$ cat src/hdl/lbe_pkg.sv
// Package: opcodes, field layout and limits of the ladder boolean executor
package lbe_pkg;
    localparam int OPC_W      = 5;
    localparam int ADDR_W     = 8;
    localparam int TMP_W      = 4;
    localparam int TMP_COUNT  = 16;
    localparam int STACK_D    = 8;
    localparam int PULSE_N    = 16;
    localparam int PIDX_W     = 4;
    localparam int CNT_W      = 5;
    localparam logic [9:0] FC_INVERT = 10'h208;
    localparam logic [9:0] FC_UP     = 10'h209;
    localparam logic [9:0] FC_DOWN   = 10'h20A;
    localparam logic [9:0] FC_LATCH  = 10'h00B;

    typedef enum logic [4:0] {
        LBE_OP_NOP     = 5'h00,
        LBE_OP_LOAD    = 5'h01,
        LBE_OP_LOADN   = 5'h02,
        LBE_OP_AND     = 5'h03,
        LBE_OP_ANDN    = 5'h04,
        LBE_OP_OR      = 5'h05,
        LBE_OP_ORN     = 5'h06,
        LBE_OP_SMERGE  = 5'h07,
        LBE_OP_PMERGE  = 5'h08,
        LBE_OP_INVERT  = 5'h09,
        LBE_OP_UP      = 5'h0A,
        LBE_OP_DOWN    = 5'h0B,
        LBE_OP_COIL    = 5'h0C,
        LBE_OP_COILN   = 5'h0D,
        LBE_OP_SET     = 5'h0E,
        LBE_OP_RESET   = 5'h0F,
        LBE_OP_LATCH   = 5'h10,
        LBE_OP_TRLOAD  = 5'h11,
        LBE_OP_TRLOADN = 5'h12,
        LBE_OP_TRCOIL  = 5'h13,
        LBE_OP_END     = 5'h14
    } lbe_op_e;
endpackage

$ cat src/hdl/lbe_core.sv
// Ladder boolean executor: one program step per cycle
//
// Function
// - A logic block runs from a load up to the next load.
// - Series merge ANDs current result with newest saved block result.
// - Parallel merge ORs current result with newest saved block result.
// - Merge count must equal load count minus one (minus two for a latch), else error.
// - Merges chain or stack, consuming saved results newest first.
// - Stacked loads before series merges: at most eight pending.
// - Stacked loads before parallel merges: at most eight pending.
// - Condition invert step passes the complement onward.
// - Invert step must be followed by an output step; a NOP step right after the invert ends the check without error.
// - Rising pulse step gives one scan on off-to-on.
// - Falling pulse step gives one scan on on-to-off.
// - Pulse edges also depend on enclosing section being active.
// - Coil write stores the condition every execution, on or off.
// - Inverted coil write stores the complemented condition.
// - Immediate prefix also refreshes the built-in output terminal.
// - Set and reset change the bit only while input is on.
// - Sixteen temporary bits, written by coil, read by load.
// - Temporary bits may be used in any index order.
// - Latching relay step holds its operand bit.
// - Latch with set and reset both on drives bit off.
`timescale 1ns/10ps
`default_nettype none
module lbe_core #(
    parameter int ADDR_W = lbe_pkg::ADDR_W
) (
    input  wire logic                     mclk,
    input  wire logic                     nrst,
    input  wire logic                     step_valid,
    input  wire logic [lbe_pkg::OPC_W-1:0] step_op,
    input  wire logic [ADDR_W-1:0]        step_addr,
    input  wire logic                     step_imm,
    input  wire logic                     section_on,
    input  wire logic                     mem_rd_bit,
    output logic [ADDR_W-1:0]             mem_addr,
    output logic                          mem_wr,
    output logic                          mem_wr_bit,
    output logic                          term_wr,
    output logic [ADDR_W-1:0]             term_addr,
    output logic                          term_bit,
    output logic                          cond,
    output logic                          prog_err,
    output logic                          scan_done
);
    // ==========================================================
    // Reset release
    logic rst_s1_reg;
    logic rst_n;

    always_ff @(posedge mclk or negedge nrst)
    begin
        if (!nrst)
        begin
            rst_s1_reg <= 1'b0;
            rst_n      <= 1'b0;
        end
        else
        begin
            rst_s1_reg <= 1'b1;
            rst_n      <= rst_s1_reg;
        end
    end

    // ==========================================================
    // Step decode
    lbe_pkg::lbe_op_e op;
    assign op = lbe_pkg::lbe_op_e'(step_op);

    logic is_load;
    logic is_merge;
    logic is_out;
    logic is_series;
    logic is_par;
    logic is_pulse;
    logic rd_bit;

    assign is_load   = step_valid && (op == lbe_pkg::LBE_OP_LOAD
                    || op == lbe_pkg::LBE_OP_LOADN
                    || op == lbe_pkg::LBE_OP_TRLOAD
                    || op == lbe_pkg::LBE_OP_TRLOADN);
    assign is_series = step_valid && op == lbe_pkg::LBE_OP_SMERGE;
    assign is_par    = step_valid && op == lbe_pkg::LBE_OP_PMERGE;
    assign is_merge  = is_series || is_par;
    assign is_pulse  = step_valid && (op == lbe_pkg::LBE_OP_UP
                    || op == lbe_pkg::LBE_OP_DOWN);
    assign is_out    = step_valid && (op == lbe_pkg::LBE_OP_COIL
                    || op == lbe_pkg::LBE_OP_COILN
                    || op == lbe_pkg::LBE_OP_SET
                    || op == lbe_pkg::LBE_OP_RESET
                    || op == lbe_pkg::LBE_OP_LATCH
                    || op == lbe_pkg::LBE_OP_TRCOIL);

    // ==========================================================
    // Temporary condition bits
    logic [lbe_pkg::TMP_COUNT-1:0] tmp_reg;
    logic [lbe_pkg::TMP_W-1:0]     tmp_idx;
    assign tmp_idx = step_addr[lbe_pkg::TMP_W-1:0];
    assign rd_bit  = (op == lbe_pkg::LBE_OP_TRLOAD
                   || op == lbe_pkg::LBE_OP_TRLOADN)
                   ? tmp_reg[tmp_idx] : mem_rd_bit;

    // ==========================================================
    // Condition, saved block stack and pulse bank
    logic cond_reg;
    logic cond_next;
    logic first_reg;
    logic top_val;
    logic st_empty;
    logic st_full;
    logic push;
    logic pop;
    logic rise;
    logic fall;
    logic scan_end;

    assign scan_end = step_valid && op == lbe_pkg::LBE_OP_END;
    assign push = is_load && !first_reg;
    assign pop  = is_merge;

    // Current block sits in cond_reg, so seven saved make eight pending
    lbe_block_stack #(.DEPTH(lbe_pkg::STACK_D - 1)) u_stack (
        .mclk     (mclk),
        .rst_n    (rst_n),
        .clear    (scan_end || is_out),
        .push     (push),
        .push_val (cond_reg),
        .pop      (pop),
        .top_val  (top_val),
        .empty    (st_empty),
        .full     (st_full)
    );

    lbe_pulse_bank #(.N(lbe_pkg::PULSE_N)) u_pulse (
        .mclk       (mclk),
        .rst_n      (rst_n),
        .eval       (is_pulse),
        .idx        (step_addr[lbe_pkg::PIDX_W-1:0]),
        .cond_in    (cond_reg),
        .section_on (section_on),
        .rise       (rise),
        .fall       (fall)
    );

    always_comb
    begin
        cond_next = cond_reg;
        if (step_valid)
        begin
            case (op)
                lbe_pkg::LBE_OP_LOAD:    cond_next = rd_bit;
                lbe_pkg::LBE_OP_TRLOAD:  cond_next = rd_bit;
                lbe_pkg::LBE_OP_LOADN:   cond_next = ~rd_bit;
                lbe_pkg::LBE_OP_TRLOADN: cond_next = ~rd_bit;
                lbe_pkg::LBE_OP_AND:     cond_next = cond_reg & mem_rd_bit;
                lbe_pkg::LBE_OP_ANDN:    cond_next = cond_reg & ~mem_rd_bit;
                lbe_pkg::LBE_OP_OR:      cond_next = cond_reg | mem_rd_bit;
                lbe_pkg::LBE_OP_ORN:     cond_next = cond_reg | ~mem_rd_bit;
                lbe_pkg::LBE_OP_SMERGE:  cond_next = cond_reg & top_val;
                lbe_pkg::LBE_OP_PMERGE:  cond_next = cond_reg | top_val;
                lbe_pkg::LBE_OP_INVERT:  cond_next = ~cond_reg;
                lbe_pkg::LBE_OP_UP:      cond_next = rise;
                lbe_pkg::LBE_OP_DOWN:    cond_next = fall;
                default:                 cond_next = cond_reg;
            endcase
        end
    end

    // ==========================================================
    // Program check
    logic [lbe_pkg::CNT_W-1:0] loads_reg;
    logic [lbe_pkg::CNT_W-1:0] merges_reg;
    logic inv_pend_reg;
    logic err_reg;
    logic bad_inv;
    logic bad_merge;
    logic bad_depth;
    logic bad_count;
    logic [lbe_pkg::CNT_W-1:0] blk_need;

    assign bad_inv   = inv_pend_reg && step_valid && !is_out
                     && op != lbe_pkg::LBE_OP_NOP;
    assign bad_merge = is_merge && st_empty;
    assign bad_depth = push && st_full;
    // Latch rung holds two blocks, set and reset, so one merge fewer
    assign blk_need  = (op == lbe_pkg::LBE_OP_LATCH) ? 5'h2 : 5'h1;
    assign bad_count = is_out && (loads_reg != 5'h0)
                     && (merges_reg + blk_need != loads_reg);

    always_ff @(posedge mclk or negedge rst_n)
    begin
        if (!rst_n)
        begin
            loads_reg    <= 5'h00;
            merges_reg   <= 5'h00;
            inv_pend_reg <= 1'b0;
            err_reg      <= 1'b0;
        end
        else
        begin
            loads_reg    <= (scan_end || is_out) ? 5'h00
                          : loads_reg + {4'h0, is_load};
            merges_reg   <= (scan_end || is_out) ? 5'h00
                          : merges_reg + {4'h0, is_merge};
            inv_pend_reg <= step_valid ? (op == lbe_pkg::LBE_OP_INVERT)
                          : inv_pend_reg;
            // Sticky until reset so a scan's error is not missed
            err_reg      <= err_reg || bad_inv || bad_merge
                          || bad_depth || bad_count;
        end
    end

    // ==========================================================
    // Outputs to memory and terminal
    logic       wr_next;
    logic       wbit_next;
    logic       mem_wr_reg;
    logic       mem_bit_reg;
    logic       term_wr_reg;
    logic [ADDR_W-1:0] waddr_reg;

    always_comb
    begin
        wr_next   = 1'b0;
        wbit_next = cond_reg;
        case (op)
            lbe_pkg::LBE_OP_COIL:  wr_next = step_valid;
            lbe_pkg::LBE_OP_COILN:
            begin
                wr_next   = step_valid;
                wbit_next = ~cond_reg;
            end
            lbe_pkg::LBE_OP_SET:   wr_next = step_valid && cond_reg;
            lbe_pkg::LBE_OP_RESET:
            begin
                wr_next   = step_valid && cond_reg;
                wbit_next = 1'b0;
            end
            // latch: set input saved, reset is condition
            lbe_pkg::LBE_OP_LATCH:
            begin
                wr_next   = step_valid && (cond_reg || top_val);
                wbit_next = ~cond_reg;
            end
            default:               wr_next = 1'b0;
        endcase
    end

    // temporary bits written only by coil
    always_ff @(posedge mclk or negedge rst_n)
    begin
        if (!rst_n)
            tmp_reg <= '0;
        else if (step_valid && op == lbe_pkg::LBE_OP_TRCOIL)
            tmp_reg[tmp_idx] <= cond_reg;
    end

    always_ff @(posedge mclk or negedge rst_n)
    begin
        if (!rst_n)
        begin
            cond_reg    <= 1'b0;
            first_reg   <= 1'b1;
            mem_wr_reg  <= 1'b0;
            mem_bit_reg <= 1'b0;
            term_wr_reg <= 1'b0;
            waddr_reg   <= '0;
        end
        else
        begin
            cond_reg    <= cond_next;
            first_reg   <= (scan_end || is_out) ? 1'b1
                         : (is_load ? 1'b0 : first_reg);
            mem_wr_reg  <= wr_next;
            mem_bit_reg <= wbit_next;
            term_wr_reg <= wr_next && step_imm;
            waddr_reg   <= step_addr;
        end
    end

    // Read address is combinational so operands resolve in the step cycle
    assign mem_addr   = step_addr;
    assign mem_wr     = mem_wr_reg;
    assign mem_wr_bit = mem_bit_reg;
    assign term_wr    = term_wr_reg;
    assign term_addr  = waddr_reg;
    assign term_bit   = mem_bit_reg;
    assign cond       = cond_reg;
    assign prog_err   = err_reg;
    assign scan_done  = scan_end;
endmodule
`default_nettype wire

$ cat src/hdl/lbe_block_stack.sv
// Block stack: saved logic block results, newest first
`timescale 1ns/10ps
`default_nettype none
module lbe_block_stack #(
    parameter int DEPTH = lbe_pkg::STACK_D
) (
    input  wire logic mclk,
    input  wire logic rst_n,
    input  wire logic clear,
    input  wire logic push,
    input  wire logic push_val,
    input  wire logic pop,
    output logic      top_val,
    output logic      empty,
    output logic      full
);
    logic [DEPTH-1:0] data_reg;
    logic [3:0]       cnt_reg;

    assign top_val = data_reg[0];
    assign empty   = (cnt_reg == 4'h0);
    assign full    = (cnt_reg == 4'(DEPTH));

    always_ff @(posedge mclk or negedge rst_n)
    begin
        if (!rst_n)
        begin
            data_reg <= '0;
            cnt_reg  <= 4'h0;
        end
        else if (clear)
        begin
            cnt_reg <= 4'h0;
        end
        else if (push && !full)
        begin
            data_reg <= {data_reg[DEPTH-2:0], push_val};
            cnt_reg  <= cnt_reg + 4'h1;
        end
        else if (pop && !empty)
        begin
            data_reg <= {1'b0, data_reg[DEPTH-1:1]};
            cnt_reg  <= cnt_reg - 4'h1;
        end
    end
endmodule
`default_nettype wire

$ cat src/hdl/lbe_pulse_bank.sv
// Pulse bank: previous-input bits for the rising and falling pulse steps
`timescale 1ns/10ps
`default_nettype none
module lbe_pulse_bank #(
    parameter int N = lbe_pkg::PULSE_N
) (
    input  wire logic                      mclk,
    input  wire logic                      rst_n,
    input  wire logic                      eval,
    input  wire logic [lbe_pkg::PIDX_W-1:0] idx,
    input  wire logic                      cond_in,
    input  wire logic                      section_on,
    output logic                           rise,
    output logic                           fall
);
    logic [N-1:0] prev_reg;
    logic         eff_in;
    logic         prev_sel;

    // Inactive section sees its input as off
    assign eff_in   = cond_in & section_on;
    assign prev_sel = prev_reg[idx];
    assign rise     = eff_in & ~prev_sel;
    assign fall     = ~eff_in & prev_sel;

    genvar g;
    generate
        for (g = 0; g < N; g++)
        begin : g_prev
            always_ff @(posedge mclk or negedge rst_n)
            begin
                if (!rst_n)
                    prev_reg[g] <= 1'b0;
                else if (eval && idx == g)
                    prev_reg[g] <= eff_in;
            end
        end
    endgenerate
endmodule
`default_nettype wire

$ cat config.mk
export PLATFORM = sky130hd
export DESIGN_NAME = lbe_core
export DESIGN_NICKNAME = d
export VERILOG_FILES = /design/src/hdl/lbe_pkg.sv /design/src/hdl/lbe_core.sv /design/src/hdl/lbe_block_stack.sv /design/src/hdl/lbe_pulse_bank.sv
export SDC_FILE = /design/constraint.sdc
export NUM_CORES = 1
export LEC_CHECK = 0
export ABC_AREA = 1
export BUFFER_PORTS_ARGS = -buffer_cell sky130_fd_sc_hd__buf_4
export CAP_MARGIN = 40
export CORE_UTILIZATION = 45
export CTS_CLUSTER_DIAMETER = 40
export DETAILED_ROUTE_END_ITERATION = 7
export HOLD_SLACK_MARGIN = 0.06
export PLACE_DENSITY = 0.73
export SYNTH_ARGS = -nofsm -noshare
export SYNTH_HDL_FRONTEND = slang
export SYNTH_HIERARCHICAL = 1
export SYNTH_SLANG_ARGS = --single-unit
$ cat constraint.sdc
create_clock -name mclk -period 6 [get_ports mclk]
set_input_delay 1.5 -clock mclk [delete_from_list [all_inputs] [get_ports mclk]]
set_output_delay 1.5 -clock mclk [all_outputs]
set_load 0.005 [all_outputs]
==> summary.txt <==
Clock tree
  – CTS Hold Bufs: 0
  – Clock Tree Root: clkbuf_8
  – Clock Path Buffers: 2
  – TritonCTS clock tree: done
  – Post-CTS sizing: 0
  – Cts bufs inserted: 9
  – CTS sink count: 70
  – H-tree levels: 3
  – Setup Fix Bufs, Post-CTS: 0
  – Clk Latency, worst-skew pair: 0.34 ns
  – Clock slew at reported path FFs: 0.07 ns

Floorplanning
  – Die area: 9520 um2
  – Chip width: 97.6 um
  – Core Rows: 34
  – Core Region: 8760 um2
  – Die height: 97.6 um
  – Boundary Pins: 42
  – Initial Utilization: 46.9%

STA
  – Clock Skew: 0.00797 ns
  – RSZ-0062 raised after global routing: false
  – Max-slew headroom: 55.8%
  – Final Cycle Share: 64.7%
  – Final Max Tran Viols: 0
  – Fmax achieved: 258 MHz
  – Setup-failing EPs final: 0
  – Final setup TNS: 0 ns
  – Hold Violations, Final: 0
  – Fin crit period: 3.88 ns
  – Worst-Margin Slew: 0.658 ns

Power and ir drop
  – Pleak: 2.32 nW
  – Pwr Density: 282 nW/um2
  – Power Total: 1.31 mW
  – VDD IR max: 235 uV

Setup path
  – Critical-path top delay cell: nor3_2
  – CP peak stage delay: 0.31 ns
  – CP endpoint kind: output pin
  – Critical path peak fanout: 7
  – CP startpoint kind: primary input
  – Worst path top cell family by delay: simple AND/OR/NAND/NOR gates
  – Worst path bufs/invs: 4
  – Worst Path Arrival: 2.38 ns
  – CP Class: primary input to output pin
  – Required time worst endpoint: 4.50 ns
  – Crit-path cells: buf_4 > inv_2 > nor2_4 > inv_2 > nor3_2 > buf_4

Layout
  – Sequential cell area: 1750 um2
  – Leading cell types in the layout, fill and taps excluded: nand2_1 (158), dfrtp_1 (68), nor2_1 (51)
  – Layout fillers: 829
  – Commonest non-fill, non-tap cell in the layout: nand2_1
  – Nets: 600
  – Multi-input gate area: 2010 um2
  – Layout area overhead: 13.1%
  – # diodes: 0
  – Share of cells above drive strength 1: 19.6%

GRT
  – GRT overflow: 0
  – Initial antenna violation count: 0
  – Largest net degree at the start of global routing: 43
  – Vias in the first global route: 3290
  – First-pass GRT wire length: 15.0 mm
  – Gr usage total: 19.1%

Detailed routing
  – Final antenna-violating net count: 0
  – Post-route DRC: 0
  – Initial DRC Count: 142
  – WL final: 8.50 mm
  – TritonRoute pass-1 iters: 4
  – Via count: 3444
  – Vias per cell: 5.04
  – WL per Instance: 12.4 um

Yosys
  – Post-Syn Area per Cell: 7.68 um2
  – Yosys cell types: 42
  – Yosys top cell area share: 42.0%
  – Primary FF master, synth: dfrtp_1
  – Post-synth EDFFs: 0
  – Synth warn: 6
  – Sequential fraction of the synthesis area: 42.7%
  – Cells after synthesis: 535
  – Post-synthesis register bit count: 70
  – Synthesized area: 4110 um2
  – Syn nets: 564
  – Post-synthesis cell type with the largest combined area: dfrtp_1
  – Async SR Flop Fraction: 100%
  – Largest cells by area after synthesis: dfrtp_1 (42%), nand2_1 (14%), nand3_1 (4.8%), nor2_1 (4.7%), inv_1 (4.0%)

Job
  – Max_cap viols: 0

Place
  – Hpwl dp: 6.12 mm
  – Placer Congestion: 0.928
  – IO buf count: 41

Status
  – Outcome: completed

Hold path
  – Worst Hold Class: register to async pin
[per-stage QoR]
step / worst slack [ns] / utilization (%) / hold slack, ns / instance area, um2 / instances
floorplan: 2.49 / - / 0.331 / 4110 / 535
global placement: 2.14 / 50.7 / 0.283 / 4440 / 668
detailed placement: 2.12 / 50.7 / 0.283 / 4440 / 668
CTS: 2.12 / 53.0 / 0.281 / 4650 / 684
global route: 2.04 / 53.0 / 0.329 / 4650 / 684
finish: 2.12 / 53.0 / 0.259 / 4650 / 684
[power by group]
group          internal [mW]  total, mW  switching, mW
Clock                  0.215      0.393          0.178
Combinational          0.131      0.316          0.185
Sequential             0.539      0.601         0.0621
[logic make-up after synthesis]
| logic type | count (synthesis) | share of synthesized area, % |
|---|---|---|
| AO/OA/AOI/OAI | 74 | 10.4 |
| XOR/XNOR | 13 | 2.77 |
| adder cells (fa/ha/maj) | 10 | 3.41 |
| buffers and inverters | 77 | 8.47 |
| flip-flops | 70 | 42.7 |
| other | 1 | 0.0913 |
| AND/OR/NAND/NOR | 290 | 32.2 |
[final timing paths]
check                            from              endpoint  slack, ns  depth (start not counted)
min in group mclk          rst_s1_reg                 rst_n       0.37                          0
max in group asynchronous       rst_n  u_pulse/prev_reg[14]       4.80                          1
setup / recovery           step_op[2]             scan_done       2.12                          6
setup reg to reg            first_reg    u_stack/cnt_reg[3]       3.87                          8
hold / removal                  rst_n         merges_reg[0]       0.26                          0
hold reg to reg                 rst_n         merges_reg[0]       0.26                          0
[synthesized netlist by cell type (2+ instances only)]
master    number
a21oi_1       21
a21oi_2        3
a31oi_1        9
buf_2          3
buf_4         10
buf_6          2
clkbuf_1       2
dfrtp_1       69
fa_1           2
ha_1           8
inv_1         44
inv_2         14
nand2_1      158
nand2_2       10
nand2_4        2
nand3_1       39
nand3_2        3
nand4_1        5
nor2_1        51
nor2_2         4
nor2_4         6
nor3_1         3
nor3_2         3
nor3_4         2
o211ai_1       3
o21ai_0       18
o21ai_1       13
o21ai_2        2
or2_2          2
xnor2_1        4
xor2_1         9
[cell type report]
type / count / area share [%]
Tap cell: 108 / 2.91
Clock inverter: 5 / 1.21
Inverter: 60 / 4.90
Clock buffer: 11 / 3.26
Multi-Input combinational cell: 388 / 43.2
Sequential cell: 70 / 37.7
Timing Repair Buffer: 42 / 6.78
[routing by layer]
layer,up-vias,share of wire [%],track usage (%)
met2,74,49,32.4
met1,1578,45,24.7
met5,-,0,0
met4,0,1.0,5.32
li1,1780,-,-
met3,12,4.0,3.88
No activity file was read; power rests on OpenSTA's default activity.
